## src/rtl/irq_ctrl_pkg.sv

```systemverilog
// Purpose: Shared constants and types for the priority interrupt controller.
// Assumes: APB with 32-bit data; register indices are byte offsets divided by four.
// Notes: Vector address of source n is base plus n times the step.
package irq_ctrl_pkg;
    localparam int NUM_SRC = 11;
    localparam int LVL_W = 2;
    localparam int NUM_W = 4;
    localparam int ADDR_W = 12;
    // Register indices; byte address is four times the index
    localparam logic [7:0] IDX_EXT_CTL = 8'h88;
    localparam logic [7:0] IDX_ENABLE_MAIN = 8'ha8;
    localparam logic [7:0] IDX_PRIO_LOW_MAIN = 8'hb8;
    localparam logic [7:0] IDX_PRIO_HIGH_MAIN = 8'hba;
    localparam logic [7:0] IDX_PRIO_HIGH_EXTRA = 8'hbb;
    localparam logic [7:0] IDX_PRIO_LOW_EXTRA = 8'hbc;
    localparam logic [7:0] IDX_ENABLE_EXTRA = 8'hbd;
    localparam logic [7:0] IDX_EXT_CTL_HI = 8'hc0;
    localparam logic [7:0] IDX_STATUS = 8'hf0;
    // Writable bit masks; reserved bits read as zero
    localparam logic [7:0] MASK_ENABLE_MAIN = 8'hbf;
    localparam logic [7:0] MASK_PRIO_LOW_MAIN = 8'h3f;
    localparam logic [7:0] MASK_EXTRA = 8'h07;
    localparam logic [7:0] MASK_EXT_CTL_HI = 8'hcc;
    localparam logic [7:0] REG_RESET = 8'h00;
    // Field positions
    localparam int BIT_GLOBAL_EN = 7;
    localparam int BIT_EXT2_EN = 2;
    localparam int BIT_EXT2_PLOW = 3;
    localparam int BIT_EXT3_EN = 6;
    localparam int BIT_EXT3_PLOW = 7;
    localparam int BIT_EXT2_PHIGH = 6;
    localparam int BIT_EXT3_PHIGH = 7;
    // Vector numbers
    localparam logic [NUM_W-1:0] VNUM_EXT0 = 4'h0;
    localparam logic [NUM_W-1:0] VNUM_EXT1 = 4'h2;
    localparam logic [NUM_W-1:0] VNUM_TIMER2 = 4'h5;
    localparam logic [NUM_W-1:0] VNUM_EXT2 = 4'h6;
    localparam logic [NUM_W-1:0] VNUM_EXT3 = 4'h7;
    localparam logic [15:0] VEC_BASE = 16'h0003;
    localparam int VEC_SHIFT = 3;
    // Peripheral flags that feed the requests, some of them shared
    typedef struct packed {
        logic timer2_overflow_flag;
        logic timer2_external_flag;
        logic transmit_done_flag;
        logic receive_done_flag;
        logic timer1_overflow_flag;
        logic timer0_overflow_flag;
        logic brownout_flag;
        logic wake_timer_flag;
        logic serial_periph_done_flag;
        logic serial_periph_overrun_flag;
        logic mode_fault_flag;
    } src_flags_t;
    // Request offered to the core
    typedef struct packed {
        logic [NUM_W-1:0] num;
        logic [15:0] addr;
        logic [LVL_W-1:0] level;
    } vec_t;
endpackage

```

## src/rtl/priority_interrupt_controller.sv

```systemverilog
// Purpose: Four-level priority interrupt controller with eleven sources and APB registers.
// Assumes: Core holds i_irq_ack for one cycle only while o_irq_req is high.
// Notes: APB answers with pready two cycles after setup; one level nests per priority.
// Functional notes
// - Eleven sources are arbitrated over four priority levels.
// - Each source has a flag, enable, priority and fixed vector.
// - Active routine is preempted only by strictly higher enabled pending level.
// - Return instruction ends the active service level; core resumes execution.
// - Ext pin 0 at 0003H, timer 0 at 000BH, ext pin 1 at 0013H.
// - Timer 1 at 001BH, serial port at 0023H, ext pin 2 at 0033H.
// - Timer 2 events share 002BH; ext pin 3 003BH; serial peripheral 0043H.
// - Wake-up timer vectors to 004BH, brown-out to 0053H.
// - Global enable bit 7 blocks all; otherwise each source uses its own enable.
// - Main enable bit 5 gates timer 2 overflow or external flag.
// - Main enable bit 4 gates transmit-done or receive-done request.
// - Main enable bit 3 gates timer 1, bit 1 gates timer 0.
// - Main enable bit 2 gates ext pin 1, bit 0 gates ext pin 0.
// - Extra enable bit 2 gates brown-out, bit 1 wake-up timer; 7:3 reserved.
// - Extra enable bit 0 gates serial peripheral done, overrun or mode fault.
// - Six main sources pair low bits 5:0 with same high-register bits.
// - Ext pins 2 and 3 take high bits 6 and 7; lows in control register.
// - Brown-out, wake-up, serial peripheral low bits 2,1,0 pair with extra high.
// - All enable and priority registers reset to zero.
// - Edge flag clears when its routine starts; level flag is inverse pin.
// - Trigger type 0 is low-level, 1 is falling-edge sensing.
`timescale 1ns/10ps
`default_nettype none
module priority_interrupt_controller (
    input wire logic i_clk_sys,
    input wire logic i_resetn,
    input wire logic i_clk_en,
    input wire logic i_psel,
    input wire logic i_penable,
    input wire logic i_pwrite,
    input wire logic [irq_ctrl_pkg::ADDR_W-1:0] i_paddr,
    input wire logic [31:0] i_pwdata,
    output logic o_pready,
    output logic [31:0] o_prdata,
    output logic o_pslverr,
    input wire logic [3:0] i_ext_pin_n,
    input wire irq_ctrl_pkg::src_flags_t i_src_flags,
    input wire logic i_irq_ack,
    input wire logic i_return_from_isr_instr,
    output logic o_irq_req,
    output irq_ctrl_pkg::vec_t o_vector,
    output logic [3:0] o_active_levels
);
    import irq_ctrl_pkg::*;

    logic [7:0] enable_main_q, enable_main_d;
    logic [7:0] prio_low_main_q, prio_low_main_d;
    logic [7:0] prio_high_main_q, prio_high_main_d;
    logic [7:0] prio_low_extra_q, prio_low_extra_d;
    logic [7:0] prio_high_extra_q, prio_high_extra_d;
    logic [7:0] enable_extra_q, enable_extra_d;
    logic [7:0] ext_ctl_hi_q, ext_ctl_hi_d;
    logic [3:0] trig_type_q, trig_type_d;
    logic [3:0] ext_flag_q, ext_flag_d;
    logic [3:0] pin_prev_q, pin_prev_d;
    logic [3:0] active_q, active_d;
    logic irq_req_q, irq_req_d;
    vec_t vector_q, vector_d;
    logic pready_q, pready_d;
    logic pslverr_q, pslverr_d;
    logic [31:0] prdata_q, prdata_d;

    logic [NUM_SRC-1:0] src_en;
    logic [NUM_SRC-1:0] src_flag;
    logic [NUM_SRC-1:0] src_req;
    logic [LVL_W-1:0] src_lvl [NUM_SRC];
    logic win_found;
    logic [NUM_W-1:0] win_num;
    logic [LVL_W-1:0] win_lvl;
    logic any_active;
    logic [LVL_W-1:0] cur_lvl;
    logic [7:0] reg_idx;
    logic wr_done;
    logic [3:0] ext_fall;
    logic [7:0] wbyte;
    // Levels in service as they will stand after the coming edge
    logic nxt_any;
    logic [LVL_W-1:0] nxt_lvl;

    // Per-source flag, enable and level, all in vector-number order
    always_comb begin
        src_flag[0] = ext_flag_q[0];
        src_flag[1] = i_src_flags.timer0_overflow_flag;
        src_flag[2] = ext_flag_q[1];
        src_flag[3] = i_src_flags.timer1_overflow_flag;
        src_flag[4] = i_src_flags.transmit_done_flag | i_src_flags.receive_done_flag;
        src_flag[5] = i_src_flags.timer2_overflow_flag | i_src_flags.timer2_external_flag;
        src_flag[6] = ext_flag_q[2];
        src_flag[7] = ext_flag_q[3];
        src_flag[8] = i_src_flags.serial_periph_done_flag
            | i_src_flags.serial_periph_overrun_flag | i_src_flags.mode_fault_flag;
        src_flag[9] = i_src_flags.wake_timer_flag;
        src_flag[10] = i_src_flags.brownout_flag;
        // Main register bits 5:0 map onto the six main sources in vector order
        src_en[5:0] = enable_main_q[5:0];
        src_en[6] = ext_ctl_hi_q[BIT_EXT2_EN];
        src_en[7] = ext_ctl_hi_q[BIT_EXT3_EN];
        src_en[10:8] = enable_extra_q[2:0];
        for (int i = 0; i < 6; i++) begin
            src_lvl[i] = {prio_high_main_q[i], prio_low_main_q[i]};
        end
        src_lvl[6] = {prio_high_main_q[BIT_EXT2_PHIGH], ext_ctl_hi_q[BIT_EXT2_PLOW]};
        src_lvl[7] = {prio_high_main_q[BIT_EXT3_PHIGH], ext_ctl_hi_q[BIT_EXT3_PLOW]};
        for (int i = 0; i < 3; i++) begin
            src_lvl[8 + i] = {prio_high_extra_q[i], prio_low_extra_q[i]};
        end
        // Global enable overrides every individual mask
        src_req = src_flag & src_en & {NUM_SRC{enable_main_q[BIT_GLOBAL_EN]}};
    end

    // Arbitration: highest level wins, lowest number breaks a tie
    always_comb begin
        win_found = 1'b0;
        win_num = '0;
        win_lvl = '0;
        // Scanning downward with >= leaves the lowest number among equals
        for (int i = NUM_SRC - 1; i >= 0; i--) begin
            if (src_req[i] && (!win_found || src_lvl[i] >= win_lvl)) begin
                win_found = 1'b1;
                win_num = NUM_W'(i);
                win_lvl = src_lvl[i];
            end
        end
        any_active = |active_q;
        cur_lvl = '0;
        for (int l = 0; l < 4; l++) begin
            if (active_q[l]) begin
                cur_lvl = LVL_W'(l);
            end
        end
    end

    // Bus decode and external pin edge sensing
    // Pin history resets high so a low pin after reset reads as a real edge
    always_comb begin
        reg_idx = i_paddr[9:2];
        wr_done = i_psel & i_penable & i_pwrite & pready_q;
        wbyte = i_pwdata[7:0];
        ext_fall = pin_prev_q & ~i_ext_pin_n;
    end

    // Next-state logic for registers, flags, nesting and bus answer
    always_comb begin
        enable_main_d = enable_main_q;
        prio_low_main_d = prio_low_main_q;
        prio_high_main_d = prio_high_main_q;
        prio_low_extra_d = prio_low_extra_q;
        prio_high_extra_d = prio_high_extra_q;
        enable_extra_d = enable_extra_q;
        ext_ctl_hi_d = ext_ctl_hi_q;
        trig_type_d = trig_type_q;
        ext_flag_d = ext_flag_q;
        pin_prev_d = i_ext_pin_n;
        active_d = active_q;
        prdata_d = prdata_q;
        pslverr_d = 1'b0;
        // Registered pready adds one wait state so read data comes from a flop
        pready_d = i_psel & i_penable & ~pready_q;
        if (wr_done) begin
            case (reg_idx)
                IDX_ENABLE_MAIN: enable_main_d = wbyte & MASK_ENABLE_MAIN;
                IDX_PRIO_LOW_MAIN: prio_low_main_d = wbyte & MASK_PRIO_LOW_MAIN;
                IDX_PRIO_HIGH_MAIN: prio_high_main_d = wbyte;
                IDX_PRIO_LOW_EXTRA: prio_low_extra_d = wbyte & MASK_EXTRA;
                IDX_PRIO_HIGH_EXTRA: prio_high_extra_d = wbyte & MASK_EXTRA;
                IDX_ENABLE_EXTRA: enable_extra_d = wbyte & MASK_EXTRA;
                IDX_EXT_CTL: begin
                    trig_type_d[1:0] = {wbyte[2], wbyte[0]};
                    ext_flag_d[1:0] = {wbyte[3], wbyte[1]};
                end
                IDX_EXT_CTL_HI: begin
                    ext_ctl_hi_d = wbyte & MASK_EXT_CTL_HI;
                    trig_type_d[3:2] = {wbyte[4], wbyte[0]};
                    ext_flag_d[3:2] = {wbyte[5], wbyte[1]};
                end
                default: ;
            endcase
        end
        // Read data and error are formed in the wait cycle, shown with pready
        if (i_psel && i_penable && !pready_q) begin
            prdata_d = '0;
            case (reg_idx)
                IDX_ENABLE_MAIN: prdata_d[7:0] = enable_main_q;
                IDX_PRIO_LOW_MAIN: prdata_d[7:0] = prio_low_main_q;
                IDX_PRIO_HIGH_MAIN: prdata_d[7:0] = prio_high_main_q;
                IDX_PRIO_LOW_EXTRA: prdata_d[7:0] = prio_low_extra_q;
                IDX_PRIO_HIGH_EXTRA: prdata_d[7:0] = prio_high_extra_q;
                IDX_ENABLE_EXTRA: prdata_d[7:0] = enable_extra_q;
                IDX_EXT_CTL: prdata_d[3:0] = {ext_flag_q[1], trig_type_q[1],
                    ext_flag_q[0], trig_type_q[0]};
                IDX_EXT_CTL_HI: prdata_d[7:0] = ext_ctl_hi_q | {2'b00, ext_flag_q[3],
                    trig_type_q[3], 2'b00, ext_flag_q[2], trig_type_q[2]};
                IDX_STATUS: prdata_d[8:0] = {irq_req_q, vector_q.num, active_q};
                default: pslverr_d = 1'b1;
            endcase
        end
        // External flags: level mode tracks the pin, edge mode is sticky
        for (int e = 0; e < 4; e++) begin
            if (!trig_type_d[e]) begin
                ext_flag_d[e] = ~i_ext_pin_n[e];
            end else begin
                if (i_irq_ack && irq_req_q && vector_q.num == ext_num(e)) begin
                    ext_flag_d[e] = 1'b0;
                end
                if (ext_fall[e]) begin
                    ext_flag_d[e] = 1'b1; // Set wins over any clear
                end
            end
        end
        // Return drops the top level before a same-cycle acceptance is added
        if (i_return_from_isr_instr && any_active) begin
            active_d[cur_lvl] = 1'b0;
        end
        if (i_irq_ack && irq_req_q) begin
            active_d[vector_q.level] = 1'b1;
        end
        // Judge against the levels after this edge: an accepted request is then
        // not offered again while its own level is being set
        nxt_any = |active_d;
        nxt_lvl = '0;
        for (int l = 0; l < 4; l++) begin
            if (active_d[l]) begin
                nxt_lvl = LVL_W'(l);
            end
        end
        // Offer only a request that beats every level in service
        irq_req_d = win_found && (!nxt_any || win_lvl > nxt_lvl);
        vector_d.num = win_num;
        vector_d.level = win_lvl;
        vector_d.addr = VEC_BASE + (16'(win_num) << VEC_SHIFT);
    end

    // Vector number of each external pin source; the four pins are not
    // numbered in a row, so a lookup keeps the flag clear on the right vector
    function automatic logic [NUM_W-1:0] ext_num(input int e);
        case (e)
            0: ext_num = VNUM_EXT0;
            1: ext_num = VNUM_EXT1;
            2: ext_num = VNUM_EXT2;
            default: ext_num = VNUM_EXT3;
        endcase
    endfunction

    // State registers; clock enable low freezes everything
    always_ff @(posedge i_clk_sys) begin
        if (!i_resetn) begin
            enable_main_q <= REG_RESET;
            prio_low_main_q <= REG_RESET;
            prio_high_main_q <= REG_RESET;
            prio_low_extra_q <= REG_RESET;
            prio_high_extra_q <= REG_RESET;
            enable_extra_q <= REG_RESET;
            ext_ctl_hi_q <= REG_RESET;
            trig_type_q <= '0;
            ext_flag_q <= '0;
            pin_prev_q <= '1;
            active_q <= '0;
            irq_req_q <= 1'b0;
            vector_q <= '0;
            pready_q <= 1'b0;
            pslverr_q <= 1'b0;
            prdata_q <= '0;
        end else if (i_clk_en) begin
            enable_main_q <= enable_main_d;
            prio_low_main_q <= prio_low_main_d;
            prio_high_main_q <= prio_high_main_d;
            prio_low_extra_q <= prio_low_extra_d;
            prio_high_extra_q <= prio_high_extra_d;
            enable_extra_q <= enable_extra_d;
            ext_ctl_hi_q <= ext_ctl_hi_d;
            trig_type_q <= trig_type_d;
            ext_flag_q <= ext_flag_d;
            pin_prev_q <= pin_prev_d;
            active_q <= active_d;
            irq_req_q <= irq_req_d;
            vector_q <= vector_d;
            pready_q <= pready_d;
            pslverr_q <= pslverr_d;
            prdata_q <= prdata_d;
        end
    end

    // Outputs straight from flops
    always_comb begin
        o_pready = pready_q;
        o_prdata = prdata_q;
        o_pslverr = pslverr_q;
        o_irq_req = irq_req_q;
        o_vector = vector_q;
        o_active_levels = active_q;
    end
endmodule
`default_nettype wire

```

## config.mk

```make
export PLATFORM = sky130hd
export DESIGN_NAME = priority_interrupt_controller
export DESIGN_NICKNAME = d
export VERILOG_FILES = /design/src/rtl/irq_ctrl_pkg.sv /design/src/rtl/priority_interrupt_controller.sv
export SDC_FILE = /design/constraint.sdc
export NUM_CORES = 1
export LEC_CHECK = 0
export ABC_AREA = 0
export BUFFER_PORTS_ARGS = -buffer_cell sky130_fd_sc_hd__buf_2
export CAP_MARGIN = 20
export CORE_ASPECT_RATIO = 0.9
export CORE_MARGIN = 8
export CORE_UTILIZATION = 53
export CTS_CLUSTER_SIZE = 12
export DETAILED_ROUTE_END_ITERATION = 8
export GPL_ROUTABILITY_DRIVEN = 1
export MAX_ROUTING_LAYER = met4
export PLACE_DENSITY = 0.83
export SLEW_MARGIN = 10
export SYNTH_ARGS = -nofsm -noshare
export SYNTH_HDL_FRONTEND = slang
export SYNTH_SLANG_ARGS = --single-unit
```

## constraint.sdc

```tcl
create_clock -name i_clk_sys -period 18.74 [get_ports i_clk_sys]
set_clock_uncertainty 0.2 [all_clocks]
set_input_delay 3.748 -clock i_clk_sys [delete_from_list [all_inputs] [get_ports i_clk_sys]]
set_output_delay 3.748 -clock i_clk_sys [all_outputs]
set_load 0.1 [all_outputs]
```

==> run_summary.xml <==
<?xml version="1.0" encoding="UTF-8"?>
<metrics>
  <group name="cells_and_area">
    <metric name="design_area" unit="um^2">5030</metric>
    <metric name="layout.cells.most_common_list" unit="">sky130_fd_sc_hd__nor2_1 (71), sky130_fd_sc_hd__dfxtp_1 (69), sky130_fd_sc_hd__buf_2 (66)</metric>
    <metric name="final-instance-count-excl-fill" unit="">749</metric>
    <metric name="seq_area" unit="um^2">1380</metric>
    <metric name="layout_commonest_cell" unit="">sky130_fd_sc_hd__nor2_1</metric>
    <metric name="fraction_of_final_layout_cells_with_drive_strength_greater_than_1" unit="">0.159</metric>
    <metric name="area_of_combinational_cells_with_multiple_inputs" unit="um^2">2880</metric>
    <metric name="antenna_cells_inserted" unit="">0</metric>
    <metric name="finalNetCount" unit="">712</metric>
    <metric name="area_growth" unit="%">9.00</metric>
    <metric name="fillers" unit="">786</metric>
  </group>
  <group name="placement">
    <metric name="dpl_worst_slack" unit="ns">1.22</metric>
    <metric name="gp_congestion" unit="">0.907</metric>
    <metric name="place_hpwl" unit="mm">10.1</metric>
    <metric name="io_buffer_count" unit="">66</metric>
    <metric name="dp.cells" unit="">733</metric>
    <metric name="placement.cell_area" unit="um^2">4830</metric>
  </group>
  <group name="route">
    <metric name="drc" unit="">0</metric>
    <metric name="drt.antenna.violating_nets" unit="">0</metric>
    <metric name="via_count" unit="">4515</metric>
    <metric name="vias_cell" unit="">6.03</metric>
    <metric name="detail_route.first_pass.iterations" unit="">5</metric>
    <metric name="drt_iter0_drc" unit="">435</metric>
    <metric name="route.final.wire_length" unit="mm">13.4</metric>
    <metric name="drt-wirelength-per-cell" unit="um">17.9</metric>
  </group>
  <group name="power">
    <metric name="power_leakage" unit="nW">1.99</metric>
    <metric name="power_density" unit="nW/um^2">66.2</metric>
    <metric name="irDropWorstVdd" unit="mV">0.0349</metric>
  </group>
  <group name="logic_synthesis">
    <metric name="synth-seq-cells" unit="">69</metric>
    <metric name="async_flop_share" unit="">0</metric>
    <metric name="syn-cell-area" unit="um^2">4610</metric>
    <metric name="synth_seq_area_share" unit="">0.299</metric>
    <metric name="synth.area.top_cells" unit="">sky130_fd_sc_hd__dfxtp_1 (30%), sky130_fd_sc_hd__mux2i_1 (9.3%), sky130_fd_sc_hd__buf_4 (6.2%)</metric>
    <metric name="yosysUniqueCellTypes" unit="">69</metric>
    <metric name="yosysTopAreaCellShare" unit="">0.299</metric>
    <metric name="ys.warnings.count" unit="">0</metric>
    <metric name="post_synth.cell_area_avg" unit="um^2">7.97</metric>
    <metric name="synth_area_leader_cell" unit="">sky130_fd_sc_hd__dfxtp_1</metric>
    <metric name="synth_flop_cell" unit="">sky130_fd_sc_hd__dfxtp_1</metric>
    <metric name="synth_edf_count" unit="">0</metric>
    <metric name="post_synth_inst_count" unit="">579</metric>
  </group>
  <group name="sta">
    <metric name="hold_viol" unit="">0</metric>
    <metric name="timing.max_slew.rel_slack" unit="">0.231</metric>
    <metric name="final.setup.worst_slack" unit="ns">1.48</metric>
    <metric name="slew_viol_final" unit="">0</metric>
    <metric name="setup_tns" unit="ns">0</metric>
    <metric name="max_clock_freq" unit="GHz">0.0579</metric>
    <metric name="finalSetupViolations" unit="">0</metric>
    <metric name="layout_min_cycle_time" unit="ns">17.26</metric>
    <metric name="worstMarginPinSlew" unit="ns">1.15</metric>
    <metric name="unrepaired_setup_endpoints_after_global_routing" unit="">false</metric>
    <metric name="fin_crit_sh" unit="">0.921</metric>
    <metric name="hold-worst-slack" unit="ns">0.249</metric>
  </group>
  <group name="floorplan">
    <metric name="starting_density_of_the_core" unit="">0.541</metric>
    <metric name="width_of_the_die" unit="um">114</metric>
    <metric name="die-area" unit="um^2">11900</metric>
    <metric name="die_h" unit="um">105</metric>
    <metric name="placement_rows" unit="">32</metric>
    <metric name="core_area" unit="um^2">8530</metric>
    <metric name="ios" unit="">128</metric>
  </group>
  <group name="critical_path">
    <metric name="critical_path_class" unit="">primary input to flop</metric>
    <metric name="crit_family" unit="">compound AO/OA/AOI/OAI gates</metric>
    <metric name="setup.worst_path.start_class" unit="">primary input</metric>
    <metric name="worst_path_largest_cell_delay" unit="ns">0.65</metric>
    <metric name="crit_path_max_fanout" unit="">9</metric>
    <metric name="timing.reg2reg.setup_slack" unit="ns">4.04</metric>
    <metric name="cp_data_required_time" unit="ns">18.82</metric>
    <metric name="endpoint_kind" unit="">flop</metric>
    <metric name="slowest_stage" unit="">sky130_fd_sc_hd__a2111oi_0</metric>
    <metric name="cp.buffers_inverters" unit="">1</metric>
    <metric name="arrival" unit="ns">17.34</metric>
  </group>
  <group name="run">
    <metric name="cap_violations" unit="">0</metric>
  </group>
  <group name="cts">
    <metric name="cts_hold_buf" unit="">0</metric>
    <metric name="clk_latency" unit="ns">0.34</metric>
    <metric name="clock-root-buffer" unit="">sky130_fd_sc_hd__clkbuf_8</metric>
    <metric name="numClockSinks" unit="">69</metric>
    <metric name="cts_made_buffers" unit="">9</metric>
    <metric name="cts_htree_levels" unit="">3</metric>
    <metric name="cts.repair.resized" unit="">0</metric>
    <metric name="cts_tree" unit="">yes</metric>
    <metric name="worst_setup_hold_path_clk_slew" unit="ns">0.07</metric>
    <metric name="max-clock-path-buffers" unit="">2</metric>
    <metric name="postCtsSetupRepairBufs" unit="">0</metric>
  </group>
  <group name="global_routing">
    <metric name="grt_antenna_before_repair" unit="">0</metric>
    <metric name="first_pass_grt_wire_length" unit="mm">21.4</metric>
    <metric name="number_of_global_route_vias_before_repair" unit="">4383</metric>
    <metric name="track_usage" unit="">0.226</metric>
    <metric name="global_route.overflow_total" unit="">0</metric>
    <metric name="largest_net_degree_at_the_start_of_global_routing" unit="">54</metric>
  </group>
  <group name="min_path">
    <metric name="worst_hold_path_type" unit="">flop to flop</metric>
  </group>
  <group name="status">
    <metric name="run_status" unit="">finished clean</metric>
  </group>
</metrics>
-- per-stage QoR --
step,utilization,power (W)
3_3_place_gp,0.566,0.000214
2_1_floorplan,-,0.000210
4_1_cts,0.589,0.000332
3_5_place_dp,0.566,0.000215
5_1_grt,0.590,0.000342
6_report,0.590,0.000333
-- cells by family (layout without fill, tap and decap cells) --
logic type      count (synthesis)  after routing  synth area share
simple gates                  208            208             0.218
fa+ha+maj                      20             20            0.0542
compound gates                147            147             0.223
other cells                     1             33          0.000813
buf+inv                        88            107             0.103
mux                            46             46             0.101
flops                          69             69             0.299
-- path summary, 6_finish.rpt --
path / depth (start not counted) / from / to
setup / recovery: 67 / i_src_flags[4] / o_irq_req$_SDFFE_PN0P_
hold / removal: 2 / o_prdata[8]$_SDFFE_PN0P_ / o_prdata[8]$_SDFFE_PN0P_
setup reg to reg: 66 / enable_main_q[7]$_SDFFE_PN0P_ / o_irq_req$_SDFFE_PN0P_
hold reg to reg: 2 / o_prdata[8]$_SDFFE_PN0P_ / o_prdata[8]$_SDFFE_PN0P_
-- tightest hold or removal path: stages, from the launching register on --
cell	delay, ns
sky130_fd_sc_hd__dfxtp_1	0.31
sky130_fd_sc_hd__nand2_1	0.05
sky130_fd_sc_hd__a21oi_1	0.05
-- where the power goes --
group          total (W)  switching [W]  internal (W)  leakage [nW]
clock network   0.000120      0.0000557     0.0000648        0.0964
registers       0.000152     0.00000240      0.000149         0.559
logic          0.0000607      0.0000532    0.00000756          1.33
-- cell usage after synthesis (5+ instances only) --
cell type	count
sky130_fd_sc_hd__buf_4	38
sky130_fd_sc_hd__mux2i_1	43
sky130_fd_sc_hd__dfxtp_1	69
sky130_fd_sc_hd__nor3_1	7
sky130_fd_sc_hd__a31oi_1	10
sky130_fd_sc_hd__nand3b_1	5
sky130_fd_sc_hd__nor2_1	71
sky130_fd_sc_hd__ha_1	20
sky130_fd_sc_hd__a21oi_1	42
sky130_fd_sc_hd__nand4_1	9
sky130_fd_sc_hd__o21ai_0	30
sky130_fd_sc_hd__o211ai_1	6
sky130_fd_sc_hd__nand2_1	46
sky130_fd_sc_hd__nand2b_1	14
sky130_fd_sc_hd__a221oi_1	10
sky130_fd_sc_hd__inv_1	24
sky130_fd_sc_hd__clkbuf_1	23
sky130_fd_sc_hd__nor2b_1	8
sky130_fd_sc_hd__nand3_1	22
-- area by class of cell --
type / count / share of cell area
multi-input combinational: 454 / 0.573
clock buffer: 12 / 0.0289
timing repair buffer: 66 / 0.0657
sequential: 69 / 0.275
tap: 119 / 0.0296
clock inverter: 4 / 0.00946
inverter: 25 / 0.0187
-- flip-flops by register name, indices dropped and copies added, names as in the netlist, 4 cells and up --
name              flops
enable_main_q         7
ext_ctl_hi_q          4
ext_flag_q            4
o_active_levels       4
o_prdata              9
o_vector              7
pin_prev_q            4
prio_high_main_q      8
prio_low_main_q       6
trig_type_q           4
-- routing by layer --
metal / up-vias / wire, um / GRT usage
li1: 2109 / - / -
met1: 2123 / 5520 / 0.267
met2: 242 / 6190 / 0.358
met3: 41 / 1360 / 0.0575
met4: 0 / 348 / 0.0874
met5: - / 0 / -
Note: power is estimated with default switching activity, not from simulation.
